**config.mk**
```make
export PLATFORM = sky130hd
export DESIGN_NAME = sdmr_decode
export DESIGN_NICKNAME = d
export VERILOG_FILES = /design/src/design/sdmr_pkg.sv /design/src/design/sdmr_decode.sv
export VERILOG_INCLUDE_DIRS = /design/src /design/src/design
export SDC_FILE = /design/constraint.sdc
export NUM_CORES = 1
export LEC_CHECK = 0
export BUFFER_PORTS_ARGS = -buffer_cell sky130_fd_sc_hd__buf_4
export CORE_ASPECT_RATIO = 1.75
export CORE_UTILIZATION = 45
export DETAILED_ROUTE_END_ITERATION = 7
export PLACE_DENSITY = 0.69
export SYNTH_ARGS = -nofsm -noshare
export SYNTH_HDL_FRONTEND = slang
export SYNTH_SLANG_ARGS = --single-unit
```
**constraint.sdc**
```tcl
create_clock -name pclk -period 2.9 [get_ports pclk]
set_clock_uncertainty 0.1 [all_clocks]
set_input_delay 0.58 -clock pclk [delete_from_list [all_inputs] [get_ports pclk]]
set_output_delay 0.58 -clock pclk [all_outputs]
set_load 0.05 [all_outputs]
```
**src/design/sdmr_consts.svh**
```systemverilog
`ifndef SDMR_CONSTS_SVH
`define SDMR_CONSTS_SVH

// ****************************************
// APB register offsets.
// ****************************************
`define SDMR_ADDR_MR0_VIEW 8'h00
`define SDMR_ADDR_MR1_VIEW 8'h04
`define SDMR_ADDR_CTRL 8'h08
`define SDMR_ADDR_DLL_RST 8'h0C
`define SDMR_ADDR_TRP 8'h10
`define SDMR_ADDR_STATUS 8'h14

// ****************************************
// Mode register field positions.
// ****************************************
`define SDMR_MR0_BT 3
`define SDMR_MR0_CL_LO 2
`define SDMR_MR0_DLL_RST 8
`define SDMR_MR0_PPD 12
`define SDMR_MR1_QOFF 12

// ****************************************
// Reset values.
// ****************************************
`define SDMR_RST_CMD_EN 1'h1
`define SDMR_RST_DLL_RST_CYC 8'h10
`define SDMR_RST_TRP_CYC 5'h05

// ****************************************
// Timing.
// ****************************************
`define SDMR_CLK_PERIOD_NS 100
`define SDMR_SLOW_PD_EXIT_NS 240
`define SDMR_FAST_PD_EXIT_NS 60
`define SDMR_SLOW_PD_EXIT_CYC ((`SDMR_SLOW_PD_EXIT_NS + `SDMR_CLK_PERIOD_NS - 1) / `SDMR_CLK_PERIOD_NS)
`define SDMR_FAST_PD_EXIT_CYC ((`SDMR_FAST_PD_EXIT_NS + `SDMR_CLK_PERIOD_NS - 1) / `SDMR_CLK_PERIOD_NS)
`define SDMR_LOCK_WAIT_CYC 10'h200
`define SDMR_WR_INT_DLY 4'h6
`define SDMR_WR_CHOP_PULL 4'h2
`define SDMR_CL_BASE 5'h04

`endif

```
**src/design/sdmr_pkg.sv**
```systemverilog
package sdmr_pkg;

	// ****************************************
	// Burst length modes and bus carriers.
	// ****************************************
	typedef enum logic [1:0] {
		SDMR_BL_FIX8,
		SDMR_BL_OTF,
		SDMR_BL_FIX4,
		SDMR_BL_RSV
	} sdmr_bl_t;

	typedef struct packed {
		logic cs_n;
		logic ras_n;
		logic cas_n;
		logic we_n;
		logic [2:0] ba;
		logic [13:0] addr;
	} sdmr_cmd_t;

	typedef struct packed {
		logic [12:0] mr0;
		logic [12:0] mr1;
		logic cmd_en;
		logic [7:0] dll_rst_cyc;
		logic [4:0] trp_cyc;
		logic [7:0] dll_cnt;
		logic [9:0] lock_cnt;
		logic [5:0] rd_cnt;
		logic rd_pend;
		logic rd_go;
		logic [3:0] wr_cnt;
		logic wr_pend;
		logic wr_go;
		logic [23:0] order;
		logic [7:0] drive;
		logic pd_prev;
		logic [3:0] exit_cnt;
		logic [31:0] prdata;
		logic pslverr;
	} sdmr_state_t;

endpackage

```
**src/design/sdmr_decode.sv**
```systemverilog
`timescale 1ns/1ps
`include "sdmr_consts.svh"

// Operation
// - A3 picks sequential or interleaved beat order.
// - A1:A0 pick fixed eight, on-the-fly, fixed chop.
// - On-the-fly, A12 per command picks chop.
// - Read order from column bits and type.
// - Chopped read drives only first four beats.
// - Chopped write halves by A2; eight-beat linear.
// - Fixed chop starts internal write two earlier.
// - On-the-fly chop writes start like eight-beat.
// - A2,A4,A5,A6 encode whole-clock CAS latency.
// - Read latency is additive plus CAS latency.
// - DLL reset bit clears itself when done.
// - A11:A9 hold recovery; plus precharge gives total.
// - A12 low freezes DLL; slow power-down exit.
// - A12 high keeps DLL; fast power-down exit.
// - Set command with only BA0 high writes register one.
// - Register one A12 clears beat drive on reads, disconnecting data.
// - Additive latency is zero, CAS-1 or CAS-2.
// - Set command with all banks low writes register zero.
module sdmr_decode
	import sdmr_pkg::*;
(
	// Clock and reset.
	input wire logic pclk,
	input wire logic presetn,
	// APB slave.
	input wire logic psel,
	input wire logic penable,
	input wire logic pwrite,
	input wire logic [7:0] paddr,
	input wire logic [31:0] pwdata,
	output logic [31:0] prdata,
	output logic pready,
	output logic pslverr,
	// Memory command bus and power-down state.
	input wire sdmr_cmd_t cmd,
	input wire logic pd_active,
	// Burst shaping.
	output logic [23:0] beat_order,
	output logic [7:0] beat_drive,
	output logic read_data_start,
	output logic write_int_start,
	// Decoded mode state.
	output logic [4:0] cas_latency_setting,
	output logic [4:0] additive_latency,
	output logic [5:0] read_latency_total,
	output logic [5:0] autoprecharge_total_delay,
	output logic out_disable,
	output logic dll_reset_busy,
	output logic dll_lock_busy,
	output logic dll_frozen,
	output logic pd_exit_busy
);

	// ****************************************
	// State and decode.
	// ****************************************
	sdmr_state_t st_q;
	sdmr_state_t st_d;
	sdmr_bl_t bl_mode;
	logic [4:0] wr_cyc;
	logic cmd_sel;
	logic is_mrs0;
	logic is_mrs1;
	logic is_rd;
	logic is_wr;
	logic chop;
	logic fixed4;

	function automatic logic [2:0] beat_at(input logic [2:0] start, input logic [2:0] i,
		input logic inter);
		logic [2:0] b;
		b = 3'h0;
		if (inter) begin
			b = start ^ i;
		end else begin
			b = {start[2] ^ i[2], 2'(start[1:0] + i[1:0])};
		end
		return b;
	endfunction

	assign bl_mode = sdmr_bl_t'(st_q.mr0[1:0]);
	assign cas_latency_setting = `SDMR_CL_BASE + {st_q.mr0[`SDMR_MR0_CL_LO], st_q.mr0[6:4]};

	always_comb begin
		case (st_q.mr1[4:3])
			2'h1: additive_latency = cas_latency_setting - 5'h01;
			2'h2: additive_latency = cas_latency_setting - 5'h02;
			default: additive_latency = 5'h00;
		endcase
	end

	assign read_latency_total = {1'b0, additive_latency} + {1'b0, cas_latency_setting};

	always_comb begin
		case (st_q.mr0[11:9])
			3'h1: wr_cyc = 5'h05;
			3'h2: wr_cyc = 5'h06;
			3'h3: wr_cyc = 5'h07;
			3'h4: wr_cyc = 5'h08;
			3'h5: wr_cyc = 5'h0A;
			3'h6: wr_cyc = 5'h0C;
			3'h7: wr_cyc = 5'h0E;
			default: wr_cyc = 5'h10;
		endcase
	end

	assign autoprecharge_total_delay = {1'b0, wr_cyc} + {1'b0, st_q.trp_cyc};

	assign cmd_sel = st_q.cmd_en && !cmd.cs_n;
	assign is_mrs0 = cmd_sel && !cmd.ras_n && !cmd.cas_n && !cmd.we_n && cmd.ba == 3'h0;
	assign is_mrs1 = cmd_sel && !cmd.ras_n && !cmd.cas_n && !cmd.we_n && cmd.ba == 3'h1;
	assign is_rd = cmd_sel && cmd.ras_n && !cmd.cas_n && cmd.we_n;
	assign is_wr = cmd_sel && cmd.ras_n && !cmd.cas_n && !cmd.we_n;
	assign fixed4 = bl_mode == SDMR_BL_FIX4;
	assign chop = fixed4 || (bl_mode == SDMR_BL_OTF && !cmd.addr[12]);

	// ****************************************
	// Next state.
	// ****************************************
	always_comb begin
		st_d = st_q;
		st_d.rd_go = 1'b0;
		st_d.wr_go = 1'b0;
		st_d.pd_prev = pd_active;
		if (st_q.lock_cnt != 10'h000) begin
			st_d.lock_cnt = st_q.lock_cnt - 10'h001;
		end
		if (is_mrs0) begin
			st_d.mr0 = cmd.addr[12:0];
			if (cmd.addr[`SDMR_MR0_DLL_RST]) begin
				st_d.dll_cnt = st_q.dll_rst_cyc;
				st_d.lock_cnt = 10'h000;
			end
		end else if (st_q.mr0[`SDMR_MR0_DLL_RST]) begin
			if (st_q.dll_cnt == 8'h00) begin
				st_d.mr0[`SDMR_MR0_DLL_RST] = 1'b0;
				st_d.lock_cnt = `SDMR_LOCK_WAIT_CYC;
			end else begin
				st_d.dll_cnt = st_q.dll_cnt - 8'h01;
			end
		end
		if (is_mrs1) begin
			st_d.mr1 = cmd.addr[12:0];
		end
		if (is_rd) begin
			for (int i = 0; i < 8; i++) begin
				st_d.order[3*i +: 3] = beat_at(cmd.addr[2:0], 3'(i), st_q.mr0[`SDMR_MR0_BT]);
			end
			st_d.drive = (chop ? 8'h0F : 8'hFF) & {8{!st_q.mr1[`SDMR_MR1_QOFF]}};
			st_d.rd_cnt = read_latency_total - 6'h01;
			st_d.rd_pend = 1'b1;
		end else if (st_q.rd_pend) begin
			if (st_q.rd_cnt == 6'h00) begin
				st_d.rd_go = 1'b1;
				st_d.rd_pend = 1'b0;
			end else begin
				st_d.rd_cnt = st_q.rd_cnt - 6'h01;
			end
		end
		if (is_wr) begin
			for (int i = 0; i < 8; i++) begin
				if (chop) begin
					st_d.order[3*i +: 3] = {cmd.addr[2], 2'(i)};
				end else begin
					st_d.order[3*i +: 3] = 3'(i);
				end
			end
			st_d.drive = chop ? 8'h0F : 8'hFF;
			if (fixed4) begin
				st_d.wr_cnt = `SDMR_WR_INT_DLY - `SDMR_WR_CHOP_PULL - 4'h1;
			end else begin
				st_d.wr_cnt = `SDMR_WR_INT_DLY - 4'h1;
			end
			st_d.wr_pend = 1'b1;
		end else if (st_q.wr_pend) begin
			if (st_q.wr_cnt == 4'h0) begin
				st_d.wr_go = 1'b1;
				st_d.wr_pend = 1'b0;
			end else begin
				st_d.wr_cnt = st_q.wr_cnt - 4'h1;
			end
		end
		if (st_q.pd_prev && !pd_active) begin
			if (st_q.mr0[`SDMR_MR0_PPD]) begin
				st_d.exit_cnt = 4'(`SDMR_FAST_PD_EXIT_CYC);
			end else begin
				st_d.exit_cnt = 4'(`SDMR_SLOW_PD_EXIT_CYC);
			end
		end else if (st_q.exit_cnt != 4'h0) begin
			st_d.exit_cnt = st_q.exit_cnt - 4'h1;
		end
		if (psel && penable && pwrite) begin
			case (paddr)
				`SDMR_ADDR_CTRL: st_d.cmd_en = pwdata[0];
				`SDMR_ADDR_DLL_RST: st_d.dll_rst_cyc = pwdata[7:0];
				`SDMR_ADDR_TRP: st_d.trp_cyc = pwdata[4:0];
				default: st_d.cmd_en = st_q.cmd_en;
			endcase
		end
		if (psel && !penable) begin
			st_d.pslverr = 1'b0;
			case (paddr)
				`SDMR_ADDR_MR0_VIEW: st_d.prdata = {19'h0_0000, st_q.mr0};
				`SDMR_ADDR_MR1_VIEW: st_d.prdata = {19'h0_0000, st_q.mr1};
				`SDMR_ADDR_CTRL: st_d.prdata = {31'h0000_0000, st_q.cmd_en};
				`SDMR_ADDR_DLL_RST: st_d.prdata = {24'h00_0000, st_q.dll_rst_cyc};
				`SDMR_ADDR_TRP: st_d.prdata = {27'h000_0000, st_q.trp_cyc};
				`SDMR_ADDR_STATUS: st_d.prdata = {2'h0, pd_exit_busy, dll_lock_busy, dll_reset_busy,
					autoprecharge_total_delay, wr_cyc, read_latency_total, additive_latency,
					cas_latency_setting};
				default: begin
					st_d.prdata = 32'h0000_0000;
					st_d.pslverr = 1'b1;
				end
			endcase
		end
	end

	always_ff @(posedge pclk or negedge presetn) begin
		if (!presetn) begin
			st_q <= '0;
			st_q.cmd_en <= `SDMR_RST_CMD_EN;
			st_q.dll_rst_cyc <= `SDMR_RST_DLL_RST_CYC;
			st_q.trp_cyc <= `SDMR_RST_TRP_CYC;
		end else begin
			st_q <= st_d;
		end
	end

	// ****************************************
	// Outputs.
	// ****************************************
	assign prdata = st_q.prdata;
	assign pready = 1'b1;
	assign pslverr = st_q.pslverr;
	assign beat_order = st_q.order;
	assign beat_drive = st_q.drive;
	assign read_data_start = st_q.rd_go;
	assign write_int_start = st_q.wr_go;
	assign out_disable = st_q.mr1[`SDMR_MR1_QOFF];
	assign dll_reset_busy = st_q.mr0[`SDMR_MR0_DLL_RST];
	assign dll_lock_busy = st_q.lock_cnt != 10'h000;
	assign dll_frozen = pd_active && !st_q.mr0[`SDMR_MR0_PPD];
	assign pd_exit_busy = st_q.exit_cnt != 4'h0;

	// ****************************************
	// Checks.
	// ****************************************
	logic [5:0] rd_age_h;
	logic [5:0] rl_cap_h;

	always_ff @(posedge pclk or negedge presetn) begin
		if (!presetn) begin
			rd_age_h <= 6'h00;
			rl_cap_h <= 6'h00;
		end else if (is_rd) begin
			rd_age_h <= 6'h00;
			rl_cap_h <= read_latency_total;
		end else if (rd_age_h != 6'h3F) begin
			rd_age_h <= rd_age_h + 6'h01;
		end
	end
endmodule

```
After elaboration in Yosys (flattened, before gate mapping)
Cells that the tools add are included.
{ "totals": {"in_bits": 67, "regBits": 142} }
{ "op_classes": {"reduce_logical": 45, "eq_ne": 21, "mux": 44, "bitwise_logic": 8, "add_sub_neg": 14} }
{ "ops": {"columns": ["cell", "count"], "rows": [
  ["30-bit one-hot mux with 6 select lines", 1],
  ["32-bit 2-to-1 mux", 2],
  ["18-bit 2-to-1 mux", 3],
  ["3-bit 2-to-1 mux", 12],
  ["5-bit one-hot mux with 7 select lines", 1],
  ["8-bit 2-to-1 mux", 3],
  ["10-bit 2-to-1 mux", 2],
  ["8-bit by 4-bit == test with 1-bit output (second input constant)", 2],
  ["8-bit by 5-bit == test with 1-bit output (second input constant)", 2],
  ["1-bit logical AND", 16],
  ["8-bit logical NOT", 2],
  ["5-bit by 5-bit adder with 6-bit output", 2],
  ["3-bit == test (second input constant)", 4],
  ["2-bit 2-to-1 mux", 6],
  ["4-bit 2-to-1 mux", 3],
  ["6-bit 2-to-1 mux", 2],
  ["6-bit by 1-bit subtractor with 6-bit output (second input constant)", 2],
  ["5-bit one-hot mux with 2 select lines", 1],
  ["2-bit AND reduction", 5],
  ["10-bit nonzero test", 1],
  ["2-bit nonzero test", 5],
  ["10-bit by 1-bit subtractor with 10-bit output (second input constant)", 1],
  ["1-bit logical NOT", 9],
  ["8-bit bitwise AND", 1],
  ["other kinds (26)", 44]
]} }

Logic depth before layout (Yosys ltp)
Gate-level depths: netlist of the first run.
{ "depth": {"depth_word": 8, "depth_mapped": 12, "mapped_depth_nobuf": 12} }

Worst setup path after synthesis of the first run
OpenSTA, ideal clock, no wires.
{ "synth_path": {"path_type": "reg-to-output", "from": "reg st_q[135] (netlist name)", "to": "out read_latency_total[4]", "stages_incl_launch_ff": 8, "t_required_ps": 2220, "arrival_time_ps": 4324, "setup_slack_ps": -2104, "n_path_buf": 0, "cell_sequence": "dfrtp_1 > ha_1 > a21oi_1 > nor4_1 > ha_1 > a21oi_1 > a21oi_1 > nor2_1"} }
{ "synth_between": {"elab_chain_len": 4, "word_cells_on_any_way": 5} }
{ "synth_lines": {"columns": ["item", "line_no", "source"], "rows": [
  ["start: declaration", "sdmr_decode.sv:61", "sdmr_state_t st_q;"],
  ["start signal: assignment", "sdmr_decode.sv:230", "st_q <= st_d;"],
  ["3-bit by 4-bit adder with 5-bit output (no source line) (*)", null, null],
  ["net cas_latency_setting[3]", "sdmr_decode.sv:47", "output logic [4:0] cas_latency_setting,"],
  ["5-bit by 2-bit subtractor with 5-bit output or 5-bit by 1-bit subtractor with 5-bit output (tied branches)", "sdmr_decode.sv:91, sdmr_decode.sv:90", null],
  ["5-bit one-hot mux with 2 select lines (*)", "sdmr_decode.sv:89", "case (st_q.mr1[4:3])"],
  ["net additive_latency[3]", "sdmr_decode.sv:48", "output logic [4:0] additive_latency,"],
  ["5-bit by 5-bit adder with 6-bit output (*)", "sdmr_decode.sv:96", "assign read_latency_total = {1'b0, additive_latency} + {1'b0, cas_latency_setting};"],
  ["end: declaration", "sdmr_decode.sv:49", "output logic [5:0] read_latency_total,"]
]} }
Mark *: on every way through the listed nets, which the timed path passes. The rest lies on a longest branch.

Final worst setup path of the first run
{ "layout_path": {"from": "reg st_q[135] (netlist name)", "to": "out read_latency_total[4]"} }
{ "layout_between": {"elab_chain_len": 4, "word_cells_on_any_way": 5} }
{ "layout_lines": {"columns": ["item", "line_no"], "rows": [
  ["3-bit by 4-bit adder with 5-bit output (no source line) (*)", null],
  ["5-bit by 2-bit subtractor with 5-bit output or 5-bit by 1-bit subtractor with 5-bit output (tied branches)", "sdmr_decode.sv:91, sdmr_decode.sv:90"],
  ["5-bit one-hot mux with 2 select lines", "sdmr_decode.sv:89"],
  ["5-bit by 5-bit adder with 6-bit output (*)", "sdmr_decode.sv:96"]
]} }
Every way passes the cells marked *; elsewhere a longest branch is shown, timed or not.

==> results by group, run 1 <==
Status
  • Status: finished, violations left
  • Failing checks: setup timing

Yosys
  • Top post-synthesis cells by count: 115 x dfrtp_1, 84 x nand2_1, 67 x buf_4
  • Synth Area in Simple Gates: 15.9%
  • Cells after Synth: 670
  • Post-Synth XOR/XNOR Area: 2.88%
  • Yosys top cell by area: dfrtp_1
  • Avg Inst Size Synth: 9.98 um2
  • Post-synth top flop: dfrtp_1
  • Largest family of logic cells by synthesized area: simple AND/OR/NAND/NOR gates
  • Distinct cells, synth: 65
  • EDFF count, synth: 0
  • Compound-Gate Fraction of Synth Area: 13.1%
  • Top-count cell post-synth: dfrtp_1
  • Syn. warnings: 0
  • Synthesized cell area: 6690 um2
  • Seq cells post-synth: 119
  • Top cell type's share of synthesized area: 43.0%
  • Mux cell area share after synthesis: 7.32%
  • Seq/Total Area, Yosys: 44.6%
  • Post-synthesis adder-cell area fraction: 5.28%
  • Ranking of synthesized cells by area: dfrtp_1 43%, buf_4 7.5%, mux2_2 5.2%
  • Async SR Flop Fraction: 100%

Drt
  • DRT iter0 DRCs: 380
  • Vias: 5506
  • Drt wl/cell: 19.1 um
  • Post-Route WL: 18.6 mm
  • Vias per Instance: 5.65
  • TritonRoute pass-1 iters: 8
  • Routed Antenna Nets: 0
  • Remaining DRCs: 0

Setup path
  • Arrival time at the worst endpoint: 2470 ps
  • Startpoint types: flop
  • CP max FO: 5
  • Critical Path End Type: primary output
  • Worst setup path class: reg -> out
  • WP data required: 2220 ps

Placement
  • GP Congestion: 0.903
  • DP HPWL: 13.3 mm
  • Placed Area: 7620 um2
  • Port bufs: 133
  • Place WS: -50.3 ps

Global routing
  • GRT Residual Overflow: 0
  • Met3 Use GR: 4.66%
  • All-Layer GR Usage: 24.9%
  • First-pass GRT wire length: 28.8 mm
  • Largest net degree at the start of global routing: 59
  • GRT busiest layer: met2
  • GR Layer Usage met1: 26.6%
  • GR Util met2: 44.7%
  • Initial antenna violation count: 0
  • Number of global-route vias before repair: 5555

Floorplanning
  • Die Wd: 94.1 um
  • Effective utilization at floorplan: 46.3%
  • Core Region: 14400 um2
  • Site row count: 58
  • Die Ht: 163 um
  • Ports: 162
  • Die footprint: 15400 um2

Clock tree
  • Total CTS buffers: 17
  • CTS tree: yes
  • # H-tree levels: 4
  • CTS Sinks: 119
  • Root Buffer: clkbuf_16
  • Clock-pin slew on the worst setup and hold paths: 50 ps
  • CTS max path bufs: 2
  • Cts hold-fix bufs: 0
  • Clk Latency, worst-skew pair: 420 ps

Power and ir drop
  • Leakage: 4.22 nW
  • Worst vdd ir: 402 uV
  • Total Power: 4.62 mW
  • Cell Pwr Density: 530 nW/um2

Layout
  • Finished Cell Area: 8720 um2
  • Post-layout util: 60.4%
  • Antenna diodes: 0
  • Fill count: 1177
  • Layout area overhead: 30.4%
  • Nets: 876
  • Fraction of layout cells with a size suffix above 1: 39.6%

Worst hold path
  • Worst Hold Class: in -> async

STA
  • RSZ-0062 raised after global routing: yes
  • Slew Limit Fails: 0
  • Min Hold Slack: 67.0 ps
  • Slew of the pin with the lowest slew margin: 571 ps
  • Final hold violation count: 0
  • Tcrit/Tclk final: 108%
  • Fmax: 318 MHz
  • Max-slew headroom: 61.9%
  • Tmin final: 3150 ps
  • PnR worst setup slack: -246 ps
  • Finish-stage setup viols: 6

Job
  • Max cap viols: 0
[logic make-up (layout without fill, tap and decap cells)]
group                    count (synthesis)  count (layout)
other                                    2               3
AO/OA/AOI/OAI                          129             129
AND/OR/NAND/NOR                        211             211
multiplexers                            40              40
buffers and inverters                  120             244
flip-flops                             119             119
XOR/XNOR                                22              22
adder cells (fa/ha/maj)                 27              27
[final timing paths]
path                                 from               endpoint  slack, ps  cells after the start
max in group asynchronous         presetn              st_q[140]       1900                      2
hold / removal                    presetn              st_q[106]         70                      1
setup / recovery                st_q[135]  read_latency_total[4]       -250                      9
setup reg to reg                st_q[135]               st_q[83]        110                     13
hold reg to reg            beat_order[14]         beat_order[14]        380                      2
min in group pclk               pd_active               st_q[37]        190                      1
[repair_timing]
action / CTS / global route
endpoints found under the setup margin: 10 / 10
gates resized for setup: 49 / 16
gates cloned: 0 / 0
pin swaps: 24 / 17
buffers inserted: 18 / 8
[worst max-delay path, stage by stage (launching register included)]
cell	delay, ps
dfrtp_2	470
ha_4	280
nand2_4	70
a21oi_2	60
nor4_4	330
ha_4	280
a21oi_4	140
and3_4	220
nor2_4	50
buf_8	150
[final cells by class]
class	count	area [um2]	share of cell area (%)
clock inverters	14	159	1.82
clock buffers	18	429	4.92
multi-input cells	432	3360	38.5
flip-flops and latches	119	2990	34.3
well taps	180	225	2.58
repair buffers	185	1460	16.7
inverters	27	104	1.19
[metrics by stage]
stage | std cells | setup TNS [ps]
finish | 975 | -815
global route | 975 | -1350
CTS | 967 | -563
detailed placement | 917 | -50.3
global placement | 917 | 0
floorplan | 671 | -1210
[power by group]
part	internal (mW)	total [mW]	switching, mW
clock	1.34	2.11	0.769
combinational	0.247	0.637	0.390
sequential	1.78	1.88	0.101
[cells in the final DEF, fill, tap and decap left out, types with 12 or more instances in the layout]
cell type  synthesis  routed
buf_4             67     172
dfrtp_1          115     110
nand2_1           84      82
nor2_1            38      36
mux2_2            31      30
o21ai_0           29      28
inv_1             27      24
a22o_1            19      19
a21oi_1           29      17
clkbuf_16          0      17
xnor2_1           17      15
ha_1              25      13
nand2b_1          15      12
[metal layers]
layer  up-vias  part of all wire, %
li1       2518                    -
met1      2717                   36
met2       211                   55
met3        60                  4.4
met4         0                  5.2
met5         -                    0
[sequential cells by signal, summed over array words and instances (netlist names)]
signal	flops
read_data_start	1
beat_order	9
bl_mode	2
beat_drive	2
out_disable	1
dll_reset_busy	1
write_int_start	1
prdata	30
st_q	71
pslverr	1
(Power assumes the default switching activity.)
==> run 2, diff against run 1 <==
==> constraint.sdc (replaced) <==
create_clock -name pclk -period 3.91 [get_ports pclk]
set_clock_uncertainty 0.1 [all_clocks]
set_input_delay 0.782 -clock pclk [delete_from_list [all_inputs] [get_ports pclk]]
set_output_delay 0.782 -clock pclk [all_outputs]
set_load 0.05 [all_outputs]
==> run 2 against run 1 <==
  * The run now ends clean
  * Flip-flop and latch count is the same
  * Wire length shrank 8.6%
  * Final cell count shrank 4.1%
  * Die area is the same
  * Combinational power shrank 28%
  * Count of clock-buffer cells in the layout grew 2
  * Non-clock buffer count shrank 40
  * Global-route usage shrank 2.0 points
  * Sequential share of layout area grew 2.9 points
  * Utilization shrank 4.7 points
  * Hold slack gained 280 ps
  * Setup slack gained 470 ps
  * Critical endpoint unchanged
  * Largest power group unchanged
==> results by group, run 2 (synthesis gave the netlist of run 1 again) <==
Power and ir drop
  • Cell Pwr Density: 425 nW/um2
  • Clock Power Share: 45.8%
  • Leakage: 3.97 nW
  • Internal power: 2.48 mW
  • Sw Pwr: 0.939 mW
  • Comb pwr share: 13.5%
  • Worst vdd ir: 324 uV
  • Switching part of the total: 27.5%
  • Part of the power in registers: 40.7%

Clock tree
  • CTS max path bufs: 2
  • # H-tree levels: 4
  • Clock-pin slew on the worst setup and hold paths: 60 ps
  • CTS tree: yes
  • Total CTS buffers: 17
  • CTS Sinks: 119
  • Clk Latency, worst-skew pair: 410 ps
  • Root Buffer: clkbuf_16
  • Cts hold-fix bufs: 0

Floorplanning
  • Core Region: 14400 um2
  • Die footprint: 15400 um2
  • Ports: 162
  • Die Ht: 163 um
  • Die Wd: 94.1 um
  • Effective utilization at floorplan: 46.3%
  • Site row count: 58

Layout
  • Fraction of layout cells with a size suffix above 1: 30.6%
  • Antenna diodes: 0
  • Commonest non-fill, non-tap cell in the layout: buf_4
  • Post-layout util: 55.6%
  • Finished Cell Area: 8030 um2
  • Number of flip-flops in the largest register: 71
  • Fill count: 1266
  • Most frequent cells in the layout: 144 x buf_4, 113 x dfrtp_1, 84 x nand2_1
  • Top reg by flops: st_q
  • Final std cells w/o fill: 935
  • Nets: 836
  • Layout area overhead: 20.2%

Global routing
  • First-pass GRT wire length: 26.4 mm
  • All-Layer GR Usage: 22.9%
  • Number of global-route vias before repair: 5080
  • Initial antenna violation count: 0
  • GRT Residual Overflow: 0
  • Largest net degree at the start of global routing: 120

Drt
  • Met1 wire length: 6.36 mm
  • Vias per Instance: 5.59
  • Drt wl/cell: 18.2 um
  • DRT iter0 DRCs: 196
  • Remaining DRCs: 0
  • Met3 Routed Length: 654 um
  • TritonRoute pass-1 iters: 5
  • Met2 WL: 9.25 mm
  • DR top layer: met4
  • Routed Antenna Nets: 0
  • Vias: 5224
  • Post-Route WL: 17.0 mm

STA
  • Tcrit/Tclk final: 94.3%
  • PnR worst setup slack: 223 ps
  • Fmax: 271 MHz
  • Final hold violation count: 0
  • Tmin final: 3690 ps
  • RSZ-0062 raised after global routing: no
  • Max-slew headroom: 49.4%
  • Slew Limit Fails: 0
  • Slew of the pin with the lowest slew margin: 752 ps
  • Setup Total Neg Slack: 0 ps
  • Finish-stage setup viols: 0

Worst hold path
  • Worst Hold Class: in -> async

Setup path
  • Arrival time at the worst endpoint: 2810 ps
  • Crit-path slowest cell: dfrtp_1
  • WP data required: 3030 ps
  • CP Cell Sequence: ha_1 > nand2_1 > a21oi_1 > nor4_4 > ha_1 > a21oi_1 > a21oi_1 > nor2_2 > buf_4
  • R2R depth: 11
  • Worst path max stage delay: 460 ps
  • Most frequent CP cell: a21oi_1
  • Worst setup path class: reg -> out
  • Critical Path End Type: primary output
  • Startpoint types: flop
  • CP max FO: 6

Placement
  • Place WS: 471 ps
  • Port bufs: 133
  • DP HPWL: 12.8 mm
  • GP Congestion: 0.889
  • Placed Instances: 902
  • Placed Area: 7420 um2

Job
  • Max cap viols: 0

Status
  • Status: complete, no violations
==> run 2: cell types whose count changed in the layout (fill, tap and decap cells not counted), sizes merged <==
cell / delta
clkinv: -7
inv: +3
clkbuf: +2
bufinv: -1
clkinvlp: +3
buf: -40
==> run 2: final timing paths <==
check,startpoint,slack [ps],endpoint
min in group pclk,prdata[7],380,prdata[7]
max in group asynchronous,presetn,2840,st_q[133]
min reg2reg,prdata[7],380,prdata[7]
max,st_q[135],220,read_latency_total[4]
min,presetn,340,prdata[7]
max reg2reg,st_q[133],1040,st_q[83]
==> run 2: what timing repair did <==
item / in CTS / in global routing
setup endpoints to repair: 0 / 4
hold endpoints to repair: 0 / 0
setup buffers: 0 / 1
resized for setup: 0 / 3
==> run 2: cell type report <==
cell class	count	area [um2]	share of cell area, %
flip-flops and latches	119	2990	37.2
clock inverters	12	143	1.78
repair buffers	145	1100	13.7
multi-input cells	432	3020	37.6
clock buffers	20	457	5.68
well taps	180	225	2.80
inverters	27	101	1.26
==> run 2: through the flow <==
| stage | hold slack (ps) | total power, mW |
|---|---|---|
| final | 343 | 3.41 |
| after global routing | 374 | 3.56 |
| after CTS | 381 | 3.45 |
| after detailed placement | 368 | 1.87 |
| after global placement | 363 | 1.84 |
| after floorplan | 345 | 1.73 |
==> run 2: worst max-delay path: cells and delay by family (launching register included) <==
kind / cells / cell delay (ps)
flip-flops: 1 / 460
AO/OA/AOI/OAI: 3 / 570
AND/OR/NAND/NOR: 3 / 350
buffers and inverters: 1 / 230
adder cells (fa/ha/maj): 2 / 790
==> run 2: per-layer routing <==
metal  vias to the layer above  global-route usage (%)
met5                         -                       0
met4                         0                    12.0
met3                        40                    5.07
met2                       186                    40.8
met1                      2560                    24.9
li1                       2438                       -
==> run 2: power by group through the flow <==
| stage | registers (mW) | logic, mW | clock network (mW) |
|---|---|---|---|
| detailed placement | 1.41 | 0.464 | 0 |
| global route | 1.40 | 0.512 | 1.65 |
| finish | 1.39 | 0.461 | 1.56 |
| global placement | 1.40 | 0.443 | 0 |
| floorplan | 1.39 | 0.334 | 0 |
| CTS | 1.39 | 0.467 | 1.59 |
